**src/rtl/twi_st_map.svh**
```systemverilog
// Register map, status codes, field positions and timing of the slave transmitter
`ifndef TWI_ST_MAP_SVH
`define TWI_ST_MAP_SVH
// Register indexes on the plain register port
`define REG_CTRL 3'h0
`define REG_ADDR 3'h1
`define REG_STAT 3'h2
`define REG_DATA 3'h3
`define REG_IRQ 3'h4
`define REG_MASK 3'h5
// Control register bit positions
`define CB_FLAG 7
`define CB_ACK 6
`define CB_STA 5
`define CB_STO 4
`define CB_EN 2
// Interrupt status bit positions
`define IRQ_DONE 0
`define IRQ_BERR 1
// Status codes, full byte with prescaler bits zero
`define CODE_SLA_R 8'hA8
`define CODE_ARB_SLA_R 8'hB0
`define CODE_TX_ACK 8'hB8
`define CODE_TX_NACK 8'hC0
`define CODE_LAST_ACK 8'hC8
`define CODE_IDLE 8'hF8
`define CODE_BUS_ERR 8'h00
`define CODE_START 8'h08
`define CODE_RSTART 8'h10
// Address constants
`define GEN_CALL_ADDR 7'h00
// Bit counter marks
`define LAST_BIT 4'h7
`define ACK_BIT 4'h8
// Reset values
`define LINE_IDLE 2'h3
`define ADDR_RESET 8'h00
// Timing of own bus conditions
`define CLK_MHZ 10
`define T_QUARTER_NS 200
`define QTR_CYC ((`T_QUARTER_NS * `CLK_MHZ + 999) / 1000)
`endif

```
**src/rtl/twi_st_pkg.sv**
```systemverilog
// Types shared by the slave transmitter block
package twi_st_pkg;
   typedef enum logic [3:0] {
      S_IDLE, S_ADDR, S_ADDR_ACK, S_TX, S_TX_ACK, S_WAIT,
      M_START, M_OWN, M_RSTART, M_STOP
   } phase_e;
   typedef logic [4:0] code_t;
endpackage

```
**src/rtl/bus_line_sync.sv**
```systemverilog
// Two-flop synchroniser for the clock and data bus lines
`timescale 1ns/1ns
`include "twi_st_map.svh"
module bus_line_sync (
   input wire logic ref_clk,
   input wire logic resetn,
   input wire logic [1:0] lineIn,
   output logic [1:0] lineOut
);
   logic [1:0] meta_q;
   logic [1:0] sync_q;

   // First stage feeds only the second
   always_ff @(posedge ref_clk) begin
      if (!resetn) begin
         meta_q <= `LINE_IDLE;
         sync_q <= `LINE_IDLE;
      end else begin
         meta_q <= lineIn;
         sync_q <= meta_q;
      end
   end

   assign lineOut = sync_q;
endmodule

```
**src/rtl/twi_slave_transmit_status.sv**
```systemverilog
// Two-wire slave transmitter with status, bus error and repeated start handling
`timescale 1ns/1ns
`include "twi_st_map.svh"
// Notes on behaviour
// - Own address with read acked gives A8
// - Lost arbitration then addressed for read: B0
// - Byte sent, ack received gives B8
// - Byte sent, not-ack received gives C0
// - Last byte acked anyway gives C8
// - Ack enable picks last byte or more
// - After C0/C8 go unaddressed; ack off ignores
// - Ack on: own address, general call if enabled
// - Start request: start once bus is free
// - Flag clear means status reads F8
// - Misplaced start or stop sets bus error 00
// - Recovery: unaddressed, stop cleared, lines released
// - Master keeps bus across repeated start
// - Code in bits 7:3, prescaler low
// - Flag set holds clock line low while enabled
// - After last byte data line stays released
module twi_slave_transmit_status
   import twi_st_pkg::*;
(
   input wire logic ref_clk,
   input wire logic resetn,
   input wire logic [2:0] addr,
   input wire logic [7:0] wrData,
   input wire logic wrStb,
   input wire logic rdStb,
   output logic [7:0] rdData,
   output logic irq,
   input wire logic sclIn,
   output logic sclOut,
   output logic sclOe,
   input wire logic sdaIn,
   output logic sdaOut,
   output logic sdaOe
);
   phase_e st_q, st_d;
   logic flag_q, flag_d, ackEn_q, ackEn_d, staReq_q, staReq_d;
   logic stoReq_q, stoReq_d, en_q, en_d, gce_q, gce_d;
   logic [6:0] ownAddr_q, ownAddr_d;
   logic [1:0] presc_q, presc_d, irqSt_q, irqSt_d, mask_q, mask_d;
   logic [7:0] dat_q, dat_d, code_q, code_d, rdData_q, rdData_d;
   logic [3:0] bitCnt_q, bitCnt_d, tmr_q, tmr_d;
   logic [1:0] ph_q, ph_d;
   logic last_q, last_d, ackSeen_q, ackSeen_d, lostArb_q, lostArb_d;
   logic busy_q, busy_d, sdaDrv_q, sdaDrv_d, mScl_q, mScl_d;
   logic sclOe_q, sclOe_d, irq_q, irq_d;
   logic flagSet, berrSet;
   logic [1:0] lineS;
   logic sclS, sdaS, sclP, sdaP;
   logic sclRise, sclFall, startDet, stopDet, qTick;
   logic wrCtrl, flagClr, clearing;

   // Status field: code while flag set, idle code otherwise
   function automatic code_t codeField(input logic flag, input logic [7:0] code);
      logic [7:0] full;
      full = flag ? code : `CODE_IDLE;
      return full[7:3];
   endfunction

   bus_line_sync lineSync (
      .ref_clk(ref_clk),
      .resetn(resetn),
      .lineIn({sclIn, sdaIn}),
      .lineOut(lineS)
   );

   // Bus condition detection on synchronised lines
   assign sclS = lineS[1];
   assign sdaS = lineS[0];
   assign sclRise = sclS & ~sclP;
   assign sclFall = ~sclS & sclP;
   assign startDet = sclS & sclP & sdaP & ~sdaS;
   assign stopDet = sclS & sclP & ~sdaP & sdaS;
   assign qTick = tmr_q == 4'(`QTR_CYC - 1);
   assign wrCtrl = wrStb && (addr == `REG_CTRL);
   assign flagClr = wrCtrl && wrData[`CB_FLAG];
   assign clearing = flagClr && flag_q;

   // Register writes, bus state machine and own conditions
   always_comb begin
      st_d = st_q;
      ackEn_d = ackEn_q;
      staReq_d = staReq_q;
      stoReq_d = stoReq_q;
      en_d = en_q;
      gce_d = gce_q;
      ownAddr_d = ownAddr_q;
      presc_d = presc_q;
      mask_d = mask_q;
      dat_d = dat_q;
      code_d = code_q;
      bitCnt_d = bitCnt_q;
      ph_d = ph_q;
      last_d = last_q;
      ackSeen_d = ackSeen_q;
      lostArb_d = lostArb_q;
      busy_d = busy_q;
      sdaDrv_d = sdaDrv_q;
      mScl_d = mScl_q;
      tmr_d = (st_q >= M_START && !qTick) ? tmr_q + 4'h1 : 4'h0;
      flagSet = 1'b0;
      berrSet = 1'b0;
      if (wrStb) begin
         case (addr)
            `REG_CTRL: begin
               ackEn_d = wrData[`CB_ACK];
               staReq_d = wrData[`CB_STA];
               stoReq_d = wrData[`CB_STO];
               en_d = wrData[`CB_EN];
            end
            `REG_ADDR: begin
               ownAddr_d = wrData[7:1];
               gce_d = wrData[0];
            end
            `REG_STAT: presc_d = wrData[1:0];
            `REG_DATA: if (flag_q) dat_d = wrData;
            `REG_MASK: mask_d = wrData[1:0];
            default: ;
         endcase
      end
      if (startDet) busy_d = 1'b1;
      if (stopDet) busy_d = 1'b0;
      case (st_q)
         S_IDLE: begin
            sdaDrv_d = 1'b0;
            if (startDet) begin
               if (staReq_q) lostArb_d = 1'b1;
               st_d = S_ADDR;
               bitCnt_d = 4'h0;
            end else if (staReq_d && !busy_q && !flag_q) begin
               st_d = M_START;
               ph_d = 2'h0;
            end
         end
         S_ADDR: begin
            if ((startDet || stopDet) && bitCnt_q != 4'h0) begin
               berrSet = 1'b1;
            end else if (stopDet) begin
               st_d = S_IDLE;
            end else if (startDet) begin
               bitCnt_d = 4'h0;
            end else if (sclRise) begin
               dat_d = {dat_q[6:0], sdaS};
               bitCnt_d = bitCnt_q + 4'h1;
            end else if (sclFall && bitCnt_q == `ACK_BIT) begin
               // Own address or enabled general call
               if (ackEn_q && dat_q[0] && (dat_q[7:1] == ownAddr_q
                   || (gce_q && dat_q[7:1] == `GEN_CALL_ADDR))) begin
                  st_d = S_ADDR_ACK;
                  sdaDrv_d = 1'b1;
               end else begin
                  // Not addressed, wait for next start
                  st_d = S_IDLE;
                  lostArb_d = 1'b0;
               end
            end
         end
         S_ADDR_ACK: begin
            if (startDet || stopDet) begin
               berrSet = 1'b1;
            end else if (sclFall) begin
               flagSet = 1'b1;
               code_d = lostArb_q ? `CODE_ARB_SLA_R : `CODE_SLA_R;
               lostArb_d = 1'b0;
               sdaDrv_d = 1'b0;
               st_d = S_WAIT;
            end
         end
         S_TX: begin
            if ((startDet || stopDet) && bitCnt_q != 4'h0) begin
               berrSet = 1'b1;
            end else if (sclFall) begin
               // Next bit driven while clock low
               bitCnt_d = bitCnt_q + 4'h1;
               if (bitCnt_q == `LAST_BIT) begin
                  sdaDrv_d = 1'b0;
                  st_d = S_TX_ACK;
               end else begin
                  dat_d = {dat_q[6:0], 1'b1};
                  sdaDrv_d = ~dat_q[6];
               end
            end
         end
         S_TX_ACK: begin
            if (startDet || stopDet) begin
               berrSet = 1'b1;
            end else if (sclRise) begin
               ackSeen_d = ~sdaS;
               bitCnt_d = `ACK_BIT;
            end else if (sclFall && bitCnt_q == `ACK_BIT) begin
               flagSet = 1'b1;
               code_d = !ackSeen_q ? `CODE_TX_NACK
                      : (last_q ? `CODE_LAST_ACK : `CODE_TX_ACK);
               st_d = S_WAIT;
            end
         end
         S_WAIT: begin
            if (code_q == `CODE_BUS_ERR) begin
               if (flagClr && stoReq_d) begin
                  stoReq_d = 1'b0;
                  busy_d = 1'b0;
                  st_d = S_IDLE;
               end
            end else if (clearing) begin
               if (code_q == `CODE_TX_NACK || code_q == `CODE_LAST_ACK) begin
                  st_d = S_IDLE;
               end else begin
                  last_d = ~ackEn_d;
                  bitCnt_d = 4'h0;
                  sdaDrv_d = ~dat_q[7];
                  st_d = S_TX;
               end
            end
         end
         M_START: begin
            if (ph_q == 2'h0 && startDet) begin
               lostArb_d = 1'b1;
               bitCnt_d = 4'h0;
               st_d = S_ADDR;
            end else if (qTick && ph_q == 2'h0) begin
               sdaDrv_d = 1'b1;
               ph_d = 2'h1;
            end else if (qTick) begin
               mScl_d = 1'b1;
               flagSet = 1'b1;
               code_d = `CODE_START;
               st_d = M_OWN;
            end
         end
         M_OWN: begin
            if (clearing && stoReq_d) begin
               st_d = M_STOP;
               ph_d = 2'h0;
            end else if (clearing && staReq_d) begin
               st_d = M_RSTART;
               ph_d = 2'h0;
            end
         end
         M_RSTART: begin
            if (qTick) begin
               case (ph_q)
                  2'h0: sdaDrv_d = 1'b0;
                  2'h1: mScl_d = 1'b0;
                  2'h2: sdaDrv_d = sclS;
                  default: begin
                     mScl_d = 1'b1;
                     flagSet = 1'b1;
                     code_d = `CODE_RSTART;
                     st_d = M_OWN;
                  end
               endcase
               if (ph_q != 2'h2 || sclS) ph_d = ph_q + 2'h1;
            end
         end
         M_STOP: begin
            if (qTick) begin
               case (ph_q)
                  2'h0: sdaDrv_d = 1'b1;
                  2'h1: mScl_d = 1'b0;
                  default: begin
                     if (sclS) begin
                        sdaDrv_d = 1'b0;
                        stoReq_d = 1'b0;
                        st_d = S_IDLE;
                     end
                  end
               endcase
               if (ph_q == 2'h0 || ph_q == 2'h1) ph_d = ph_q + 2'h1;
            end
         end
         default: st_d = S_IDLE;
      endcase
      if (berrSet) begin
         // Illegal condition reported as bus error
         flagSet = 1'b1;
         code_d = `CODE_BUS_ERR;
         sdaDrv_d = 1'b0;
         st_d = S_WAIT;
      end
      if (!en_d) begin
         st_d = S_IDLE;
         sdaDrv_d = 1'b0;
         mScl_d = 1'b0;
      end
      // Hardware set wins over software clear
      flag_d = flagSet | (flag_q & ~flagClr);
      irqSt_d = {berrSet, flagSet} | (irqSt_q & ~((wrStb && addr == `REG_IRQ)
                ? wrData[1:0] : 2'h0));
      irq_d = |(irqSt_d & mask_d);
      // Clock held low while flag set and enabled
      sclOe_d = (flag_d & en_d) | mScl_d;
      rdData_d = 8'h00;
      if (rdStb) begin
         case (addr)
            `REG_CTRL: rdData_d = {flag_q, ackEn_q, staReq_q, stoReq_q, 1'b0, en_q, 2'h0};
            `REG_ADDR: rdData_d = {ownAddr_q, gce_q};
            `REG_STAT: rdData_d = {codeField(flag_q, code_q), 1'b0, presc_q};
            `REG_DATA: rdData_d = dat_q;
            `REG_IRQ: rdData_d = {6'h00, irqSt_q};
            `REG_MASK: rdData_d = {6'h00, mask_q};
            default: rdData_d = 8'h00;
         endcase
      end
   end

   // State registers
   always_ff @(posedge ref_clk) begin
      if (!resetn) begin
         st_q <= S_IDLE;
         flag_q <= 1'b0;
         ackEn_q <= 1'b0;
         staReq_q <= 1'b0;
         stoReq_q <= 1'b0;
         en_q <= 1'b0;
         gce_q <= 1'b0;
         ownAddr_q <= 7'(`ADDR_RESET);
         presc_q <= 2'h0;
         irqSt_q <= 2'h0;
         mask_q <= 2'h0;
         dat_q <= 8'h00;
         code_q <= `CODE_IDLE;
         rdData_q <= 8'h00;
         bitCnt_q <= 4'h0;
         tmr_q <= 4'h0;
         ph_q <= 2'h0;
         last_q <= 1'b0;
         ackSeen_q <= 1'b0;
         lostArb_q <= 1'b0;
         busy_q <= 1'b0;
         sdaDrv_q <= 1'b0;
         mScl_q <= 1'b0;
         sclOe_q <= 1'b0;
         irq_q <= 1'b0;
         sclP <= 1'b1;
         sdaP <= 1'b1;
      end else begin
         st_q <= st_d;
         flag_q <= flag_d;
         ackEn_q <= ackEn_d;
         staReq_q <= staReq_d;
         stoReq_q <= stoReq_d;
         en_q <= en_d;
         gce_q <= gce_d;
         ownAddr_q <= ownAddr_d;
         presc_q <= presc_d;
         irqSt_q <= irqSt_d;
         mask_q <= mask_d;
         dat_q <= dat_d;
         code_q <= code_d;
         rdData_q <= rdData_d;
         bitCnt_q <= bitCnt_d;
         tmr_q <= tmr_d;
         ph_q <= ph_d;
         last_q <= last_d;
         ackSeen_q <= ackSeen_d;
         lostArb_q <= lostArb_d;
         busy_q <= busy_d;
         sdaDrv_q <= sdaDrv_d;
         mScl_q <= mScl_d;
         sclOe_q <= sclOe_d;
         irq_q <= irq_d;
         sclP <= sclS;
         sdaP <= sdaS;
      end
   end

   // Open-drain pins only ever pull low
   assign sclOut = 1'b0;
   assign sdaOut = 1'b0;
   assign sclOe = sclOe_q;
   assign sdaOe = sdaDrv_q;
   assign rdData = rdData_q;
   assign irq = irq_q;
endmodule

```
**config.mk**
```make
export PLATFORM = sky130hd
export DESIGN_NAME = twi_slave_transmit_status
export DESIGN_NICKNAME = d
export VERILOG_FILES = /design/src/rtl/twi_st_pkg.sv /design/src/rtl/bus_line_sync.sv /design/src/rtl/twi_slave_transmit_status.sv
export VERILOG_INCLUDE_DIRS = /design/src /design/src/rtl
export SDC_FILE = /design/constraint.sdc
export NUM_CORES = 1
export LEC_CHECK = 0
export BUFFER_PORTS_ARGS = -buffer_cell sky130_fd_sc_hd__buf_2
export CAP_MARGIN = 10
export CELL_PAD_IN_SITES_DETAIL_PLACEMENT = 1
export CELL_PAD_IN_SITES_GLOBAL_PLACEMENT = 2
export CORE_MARGIN = 5
export CORE_UTILIZATION = 30
export DETAILED_ROUTE_END_ITERATION = 10
export HOLD_SLACK_MARGIN = 0.08
export PLACE_DENSITY_LB_ADDON = 0.1
export SLEW_MARGIN = 10
export SYNTH_ARGS = -nofsm -noshare
export SYNTH_HDL_FRONTEND = slang
export SYNTH_SLANG_ARGS = --single-unit
```
**constraint.sdc**
```tcl
create_clock -name ref_clk -period 5.7 [get_ports ref_clk]
set_input_delay 0.855 -clock ref_clk [delete_from_list [all_inputs] [get_ports ref_clk]]
set_output_delay 0.855 -clock ref_clk [all_outputs]
set_load 0.005 [all_outputs]
```
==> out/qor.yml, run 1 <==
comb_power_share_pct: 6.1
first_pass_iters: 4
cts_max_path_buffers: 2
synth_ff_type: "dfxtp_1"
global_route.usage.met2_pct: 30.05
top_usage_layer: "met2"
path_class: "reg -> reg"
fmax_ghz: 0.3356
synth_cells: 481
ant_nets: 0
dp_slack_ns: 2.562
grt_pass1_vias: 3778
postCtsHoldBufs: 0
synth_edf_count: 0
clkPwrFrac_pct: 51.7
area_delta_synth_final_pct: 15.32
critPathCaptureType: "register"
maxSlewHeadroom_pct: 38.96
clk_latency_ns: 0.34
hold_viol: 0
die_height_um: 125.5
clk_pin_slew_worst_paths_ns: 0.05
cts_resized: 0
rsz0062_at_grt: "no"
grt_pass1_wl_um: 21600
async_flop_share_pct: 0
synth_top_area_cell: "dfxtp_1"
report.final.slew_viol_count: 0
p_sw_share_pct: 22.49
grt_use_total_pct: 17.29
synth_top_cells_by_area: "dfxtp_1 (34%), mux2i_1 (6.8%), nor2_1 (5.4%)"
yosysUniqueCellTypes: 73
die-area_um2: 15750
hold_depth: 1
internal_power_w: 0.0009018
drt_iter0_drc: 278
synth-seq-area-share_pct: 34.02
post_cts_buffers: 0
htreeDepth: 3
synth_common_cells: "dfxtp_1 (68), nor2_1 (58), mux2i_1 (27)"
dp_hpwl_um: 9952
skew_ns: 0.008266
grt_util_met1_pct: 21.81
power.density_nw_per_um2: 252.1
grt_overflow: 0
path_max_fanout: 25
gp_congestion: 0.8325
worst_pin_slew_ns: 0.9136
ir_worst_vdd_mv: 0.1220
yosysMostFrequentCell: "dfxtp_1"
cp-start-kind: "register"
tns_ns: 0
layout-drive-gt1-share_pct: 12.87
arrival_ns: 3.24
dr_total_vias: 3681
vias_per_cell: 5.405
fin_crit_ns: 2.980
routedWlPerCell_um: 20.08
port_buffers: 27
power_switching_w: 0.0002616
synth_top_area_share_pct: 34.02
grt_max_degree: 37
use_met3_pct: 3.881
core_area_um2: 13140
seqPwrFrac_pct: 42.2
drc: 0
start_util_pct: 30.46
io_pins: 30
syn_area_um2: 4001
fin_nets: 526
fp-row-count: 42
setup_viol: 0
rr_worst_depth: 6
status: "complete, no violations"
synth_seq_cells: 68
diodes: 0
cts_inserted_buffers: 9
cts_sinks: 68
finalWirelength_um: 13680
worstPathRequired_ns: 5.96
drv_cap: 0
hold_class: "reg -> reg"
synth_warnings: 0
synth_area_per_cell_um2: 8.319
cts_tree: "done"
p_leak_nw: 1.747
ctsRootBufferMaster: "clkbuf_16"
fin_ws_ns: 2.720
antenna_found_initial: 0
fin_crit_sh_pct: 52.28
die_width_um: 125.5
==> state kept, by name (all words and copies together), names as in the netlist, 4 cells and up <==
name and flops:
tmr_q 4, rdData 8, ownAddr_q 7, code_q 5, bitCnt_q 4, st_q 4
dat_q 8
==> worst max-delay path: stages (launching register included) <==
cell and delay [ns]:
dfxtp_1 0.91, nor2_1 0.40, nand3_1 0.21, a21bo_1 0.28
or3_1 0.46, or4_1 0.49, a21oi_1 0.15
==> final timing paths <==
path / start / slack [ns] / to
min reg2reg: lineSync.meta_q[0] / 0.40 / lineSync.lineOut[0]
max: st_q[3] / 2.72 / bitCnt_q[1]
max reg2reg: st_q[3] / 2.72 / bitCnt_q[1]
min: lineSync.meta_q[0] / 0.40 / lineSync.lineOut[0]
==> per-stage QoR <==
stage / area [um^2] / cells / total power, W / util [%] / hold slack, ns
finish: 4614 / 681 / 0.001163 / 35.12 / 0.4039
global route: 4614 / 681 / 0.001206 / 35.12 / 0.4180
CTS: 4614 / 681 / 0.001181 / 35.12 / 0.4062
detailed placement: 4298 / 666 / 0.0005732 / 32.71 / 0.3930
global placement: 4298 / 666 / 0.0005722 / 32.71 / 0.3939
floorplan: 4005 / 482 / 0.0005448 / - / 0.3863
==> power by group through the flow <==
stage / combinational (W) / clock (W) / sequential, W
after floorplan: 0.0000483 / 0 / 0.000497
after global placement: 0.0000713 / 0 / 0.000501
after detailed placement: 0.0000723 / 0 / 0.000501
after CTS: 0.0000724 / 0.000618 / 0.000491
after global routing: 0.0000787 / 0.000636 / 0.000491
final: 0.0000712 / 0.000601 / 0.000491
==> logic make-up (layout without fill, tap and decap cells) <==
group,count (synthesis),after routing,share of synthesized area (%)
other cells,1,2,0.09372
fa+ha+maj,8,8,2.502
compound gates,121,121,21.01
flops,68,68,34.02
simple gates,191,191,25.92
buf+inv,46,69,4.753
xor+xnor,11,11,2.408
mux,35,35,9.287
==> placed cells by master, fill, tap and decap left out, drive strengths merged, types with 7 or more instances in the layout <==
cell type | netlist | final
dfxtp | 68 | 68
nor2 | 58 | 58
buf | 11 | 34
mux2i | 27 | 27
nand2 | 26 | 26
o21ai | 24 | 24
a21oi | 23 | 23
inv | 19 | 19
nand2b | 19 | 19
a211oi | 15 | 15
nand3 | 15 | 15
nor2b | 11 | 11
clkbuf | 15 | 11
nor3 | 8 | 8
o211ai | 8 | 8
ha | 8 | 8
mux2 | 7 | 7
==> final cells by class <==
type	count	area, um^2
inverter	20	75.07
sequential	68	1361
clock buffer	11	242.7
clock inverter	4	73.82
fill	1578	8523
multi-input combinational	368	2454
timing repair buffer	34	187.7
tap	176	220.2
==> per-layer routing <==
layer | share of wire (%) | wire length, um
met1 | 45 | 6112
met2 | 50 | 6877
met3 | 3.7 | 510
met4 | 1.3 | 177
met5 | 0 | 0
Power figures use the tool's default switching activity.
==> run 2: changes to the inputs <==
==> constraint.sdc (replaced) <==
create_clock -name ref_clk -period 2.5 [get_ports ref_clk]
set_input_delay 0.375 -clock ref_clk [delete_from_list [all_inputs] [get_ports ref_clk]]
set_output_delay 0.375 -clock ref_clk [all_outputs]
set_load 0.005 [all_outputs]
==> out/qor.yml, run 2 (synthesis gave the netlist of run 1 again) <==
stdcell_count: 716  # +5.1%
cts_resized: 0  # unchanged
worstPathRequired_ns: 2.78  # -3.18 ns
ctsRootBufferMaster: "clkbuf_16"
report.final.slew_viol_count: 0  # unchanged
dr_total_vias: 3773  # +2.5%
grt_use_total_pct: 18.02  # +0.73 points
power.density_nw_per_um2: 543.8  # +120%
drt_iter0_drc: 215  # -23%
finalWirelength_um: 14010  # +2.4%
cts_inserted_buffers: 9  # unchanged
regArea_um2: 1364  # +0.18%
cts_sinks: 68  # unchanged
skew_ns: 0.007767  # -0.0004992 ns
area_delta_synth_final_pct: 21.92
path_max_fanout: 7  # -72%
post_cts_buffers: 0  # unchanged
hold_viol: 0  # unchanged
ir_worst_vdd_mv: 0.2754  # +130%
final_common_cell: "dfxtp_1"
crit_buf_inv: 2  # +2
die-area_um2: 15750  # unchanged
slowest_stage: "or4_1"
fillers: 1592  # +0.89%
clk_pin_slew_worst_paths_ns: 0.06  # about the same
final_area_um2: 4878  # +5.7%
htreeDepth: 3  # unchanged
diodes: 0  # unchanged
die_height_um: 125.5  # unchanged
critPathCaptureType: "register"
grt_pass1_vias: 3898  # +3.2%
fin_nets: 561  # +6.7%
regToRegSetupSlack_ns: 0.14  # -2.58 ns
tns_ns: 0  # unchanged
cp-start-kind: "register"
die_width_um: 125.5  # unchanged
first_pass_iters: 5  # +1
worst_pin_slew_ns: 0.5991  # -0.3145 ns
grt_overflow: 0  # unchanged
layout_common_cells: "dfxtp_1 (66), nor2_1 (58), buf_4 (42)"
post_dp_cell_area_um2: 4561  # +6.1%
r2r_start: "ph_q[0]"
hold_depth: 2  # +1
start_util_pct: 30.46  # unchanged
antenna_found_initial: 0  # unchanged
rr_worst_depth: 8  # +2
ant_nets: 0  # unchanged
path_class: "reg -> reg"
vias_per_cell: 5.270  # -2.5%
fmax_ghz: 0.4234  # +26%
grt_pass1_wl_um: 22310  # +3.3%
cpPeakStageDelay_ns: 0.51  # -0.40 ns
clk_latency_ns: 0.34  # about the same
dpl.cell_count: 701  # +5.3%
dp_hpwl_um: 10750  # +8.0%
drv_cap: 0  # unchanged
fp-row-count: 42  # unchanged
drc: 0  # unchanged
fin_crit_sh_pct: 94.47  # +42 points
grt_max_degree: 30  # -19%
fin_crit_ns: 2.362  # -0.6181 ns
core_area_um2: 13140  # unchanged
port_buffers: 27  # unchanged
setup_viol: 0  # unchanged
layout-drive-gt1-share_pct: 19.44  # +6.6 points
routedWlPerCell_um: 19.56  # -2.6%
postCtsHoldBufs: 0  # unchanged
holdCritStartpoint: "sdaIn"
worstPathCellList: "inv_1 -> ha_1 -> buf_4 -> nand2_1 -> a21bo_1 -> or3_1 -> or4_1 -> a21oi_1"
r2r_end: "bitCnt_q[0]"
cts_tree: "done"
cts_max_path_buffers: 2  # unchanged
total_power_w: 0.002653  # +130%
arrival_ns: 2.64  # -0.60 ns
maxSlewHeadroom_pct: 59.03  # +20 points
rsz0062_at_grt: "no"
io_pins: 30  # unchanged
whs_endpoint: "lineSync.meta_q[0]"
cpLargestDelayFamily: "simple AND/OR/NAND/NOR gates"
hold_class: "in -> reg"
gp_congestion: 0.8637  # +3.7%
p_leak_nw: 1.910  # +9.3%
status: "complete, no violations"
multi_input_area_um2: 2462  # +0.36%
[run 2: changes by cell type in the layout (fill, tap and decap cells not counted), sizes merged]
cell      previous run  this run
clkbuf              11        10
buf                 34        69
clkinvlp             0         1
[run 2: worst max-delay path by stage]
| stage | startpoint | to | cells past startpoint |
|---|---|---|---|
| after floorplan | ph_q[0] | st_q[2] | 8 |
| after global placement | sclP | bitCnt_q[1] | 6 |
| after detailed placement | sclP | bitCnt_q[0] | 6 |
| after CTS | sclP | bitCnt_q[1] | 6 |
| after global routing | ph_q[0] | st_q[2] | 9 |
| final | ph_q[0] | bitCnt_q[0] | 8 |
[run 2: per-layer routing]
layer  global-route usage [%]  vias to the layer above  wire (um)  share of wire [%]
met5                        0                        -          0                  0
met4                    5.995                        0        215                1.5
met3                    3.070                       13        430                3.1
met2                    30.43                       50       6807                 49
met1                    23.31                     1835       6554                 47
li1                         -                     1875          -                  -
[run 2: where the power goes]
part | switching (W) | internal (W)
Combinational | 0.000109 | 0.0000727
Sequential | 0.0000156 | 0.00110
Clock | 0.000492 | 0.000864
[run 2: cell type report]
class	instances	share of cell area (%)
timing repair buffer	69	9.233
inverter	20	1.539
clock buffer	10	4.694
sequential	68	27.96
tap	176	4.514
multi-input combinational	368	50.47
clock inverter	5	1.590
[run 2: through the flow]
stage	hold WS [ns]	setup WS (ns)	util, %
2_1_floorplan	0.3863	0.2277	-
3_3_place_gp	0.3916	0.09709	34.71
3_5_place_dp	0.3956	0.05958	34.71
4_1_cts	0.2020	0.03814	37.05
5_1_grt	0.2155	0.01197	37.13
6_report	0.2125	0.1383	37.13
==> run 3: changes to the inputs <==
--- a/config.mk
+++ b/config.mk
@@ -6,6 +6,7 @@
 export SDC_FILE = /design/constraint.sdc
 export NUM_CORES = 1
 export LEC_CHECK = 0
+export ABC_AREA = 1
 export BUFFER_PORTS_ARGS = -buffer_cell sky130_fd_sc_hd__buf_2
 export CAP_MARGIN = 10
 export CELL_PAD_IN_SITES_DETAIL_PLACEMENT = 1
==> out/qor.yml, run 3 <==
status: "complete, no violations"
arrival_ns: 2.36  # -0.28 ns
cts_inserted_buffers: 9  # unchanged
cts_tree: "done"
syn_area_um2: 3901  # -2.5%
p_leak_nw: 2.103  # +10%
synth_top_area_share_pct: 34.89  # +0.87 points
power.density_nw_per_um2: 595.2  # +9.5%
gp_congestion: 0.8946  # +3.6%
drv_cap: 0  # unchanged
synth_warnings: 0  # unchanged
io_pins: 30  # unchanged
die_height_um: 124.0  # -1.2%
synth_cells: 581  # +21%
ir_worst_vdd_mv: 0.2572  # -6.6%
dp_hpwl_um: 11870  # +10%
finalWirelength_um: 14450  # +3.1%
whs_endpoint: "lineSync.meta_q[0]"
fin_crit_ns: 2.134  # -0.2274 ns
dr_total_vias: 4045  # +7.2%
synth_area_per_cell_um2: 6.715  # -19%
ctsRootBufferMaster: "clkbuf_16"
fmax_ghz: 0.4685  # +11%
synth_top_area_cell: "dfxtp_1"
diodes: 0  # unchanged
fp-row-count: 41  # -2.4%
maxSlewHeadroom_pct: 58.95  # -0.078 points
area_delta_synth_final_pct: 17.48
path_common_cell: "nand2_1"
cpPeakStageDelay_ns: 0.37  # -0.14 ns
rsz0062_at_grt: "no"
ant_nets: 0  # unchanged
rr_worst_depth: 14  # +6
tns_ns: 0  # unchanged
layout-drive-gt1-share_pct: 14.61  # -4.8 points
setup_viol: 0  # unchanged
synth_ff_type: "dfxtp_1"
report.final.slew_viol_count: 0  # unchanged
grt_pass1_wl_um: 23070  # +3.4%
synth_common_cells: "nand2_1 (123), nor2_1 (77), dfxtp_1 (68)"
holdCritStartpoint: "sdaIn"
synth-seq-area-share_pct: 34.89  # +0.87 points
hold_class: "in -> reg"
hold_depth: 2  # unchanged
cts_resized: 0  # unchanged
first_pass_iters: 4  # -1
cts_sinks: 68  # unchanged
fillers: 1653  # +3.8%
skew_ns: 0.006934  # -0.0008336 ns
r2r_end: "st_q[3]"
yosysMostFrequentCell: "nand2_1"
start_util_pct: 30.79  # +0.33 points
synth_top_cells_by_area: "dfxtp_1 (35%), nand2_1 (12%), nor2_1 (7.4%)"
vias_per_cell: 5.088  # -3.4%
drc: 0  # unchanged
routedWlPerCell_um: 18.17  # -7.1%
core_area_um2: 12670  # -3.6%
die_width_um: 124.0  # -1.2%
regToRegSetupSlack_ns: 0.37  # +0.23 ns
fin_crit_sh_pct: 85.37  # -9.1 points
grt_pass1_vias: 4093  # +5.0%
worstPathCellList: "inv_1 -> ha_1 -> inv_1 -> nand2_1 -> nand3_1 -> nand2_1 -> inv_1 -> nand2_1 -> nor2_1 -> nand2_1 -> nor2_2 -> nand2_2 -> o21ai_1 -> nor2_1"
cts_max_path_buffers: 2  # unchanged
layout_common_cells: "nand2_1 (123), nor2_1 (77), dfxtp_1 (68)"
postCtsHoldBufs: 0  # unchanged
hold_viol: 0  # unchanged
die-area_um2: 15380  # -2.3%
htreeDepth: 3  # unchanged
async_flop_share_pct: 0  # unchanged
synth_edf_count: 0  # unchanged
path_max_fanout: 5  # -2
antenna_found_initial: 0  # unchanged
clk_latency_ns: 0.34  # about the same
final_common_cell: "nand2_1"
r2r_start: "ph_q[0]"
port_buffers: 27  # unchanged
worst_pin_slew_ns: 0.6131  # +0.01396 ns
drt_iter0_drc: 235  # +9.3%
grt_max_degree: 22  # -27%
grt_use_total_pct: 20.00  # +2.0 points
cp-start-kind: "register"
post_cts_buffers: 0  # unchanged
worstPathRequired_ns: 2.73  # -0.05 ns
grt_overflow: 0  # unchanged
synth_seq_cells: 68  # unchanged
path_class: "reg -> reg"
clk_pin_slew_worst_paths_ns: 0.06  # about the same
yosysUniqueCellTypes: 44  # -40%
total_power_w: 0.002728  # +2.8%
fin_nets: 644  # +15%
slowest_stage: "dfxtp_1"
critPathCaptureType: "register"
-- run 3: cell count changes after synthesis, sizes merged, moves of 15 or more --
| cell | change |
|---|---|
| nand3 | +30 |
| nand2b | -19 |
| inv | +57 |
| mux2i | -27 |
| nor2 | +27 |
| nand2 | +103 |
| o21ai | +20 |
| a21oi | +15 |
-- run 3: layout make-up --
| type | instances | area [um^2] | area share, % |
|---|---|---|---|
| Inverter | 77 | 290.3 | 6.334 |
| Clock buffer | 12 | 266.5 | 5.815 |
| Sequential cell | 68 | 1361 | 29.70 |
| Tap cell | 172 | 215.2 | 4.696 |
| Multi-Input combinational cell | 427 | 2202 | 48.05 |
| Clock inverter | 3 | 45.04 | 0.9828 |
| Timing Repair Buffer | 36 | 202.7 | 4.423 |
-- run 3: where the power goes --
part           internal [W]  total, W  switching [W]
Combinational     0.0000803  0.000256       0.000176
Clock              0.000848   0.00134       0.000492
Sequential          0.00111   0.00113      0.0000211
-- run 3: how the worst max path moves through the flow --
stage            start  slack (ns)  cells past startpoint       to
6_report       ph_q[0]        0.37                     14  st_q[3]
5_1_grt        ph_q[0]        0.13                     14  st_q[3]
4_1_cts        ph_q[0]        0.34                     14  st_q[3]
3_5_place_dp   ph_q[0]        0.35                     14  st_q[3]
3_3_place_gp   addr[2]        0.30                      7    sclOe
2_1_floorplan  ph_q[0]        0.79                     14  st_q[3]
-- run 3: per-stage QoR --
| stage | util, % | cell area (um^2) | hold slack (ns) | instances | setup WS [ns] |
|---|---|---|---|---|---|
| finish | 36.17 | 4583 | 0.2220 | 795 | 0.3657 |
| global route | 36.17 | 4583 | 0.2175 | 795 | 0.1322 |
| CTS | 36.17 | 4583 | 0.2066 | 795 | 0.3366 |
| detailed placement | 33.71 | 4272 | 0.4016 | 780 | 0.3516 |
| global placement | 33.71 | 4272 | 0.3996 | 780 | 0.3028 |
| floorplan | - | 3905 | 0.3925 | 582 | 0.7894 |
-- run 3: logic make-up after synthesis --
kind of cell	after synthesis	synth area share, %
AO/OA/AOI/OAI	118	17.61
XOR/XNOR	11	2.470
adder cells (fa/ha/maj)	8	2.566
buffers and inverters	87	8.755
flip-flops	68	34.89
other	1	0.09612
AND/OR/NAND/NOR	288	33.61
-- run 3: routing by layer --
layer | GRT usage, % | wire [um] | up-vias
li1 | - | - | 2000
met1 | 29.83 | 7520 | 1950
met2 | 29.06 | 6044 | 78
met3 | 3.088 | 622 | 17
met4 | 6.913 | 260 | 0
met5 | 0 | 0 | -
-- run 3: critical path: cells and delay by family (launching register included) --
family                   cells  cell delay [ns]
AND/OR/NAND/NOR              9             0.89
flip-flops                   1             0.37
adder cells (fa/ha/maj)      1             0.28
buffers and inverters        3             0.35
AO/OA/AOI/OAI                1             0.15
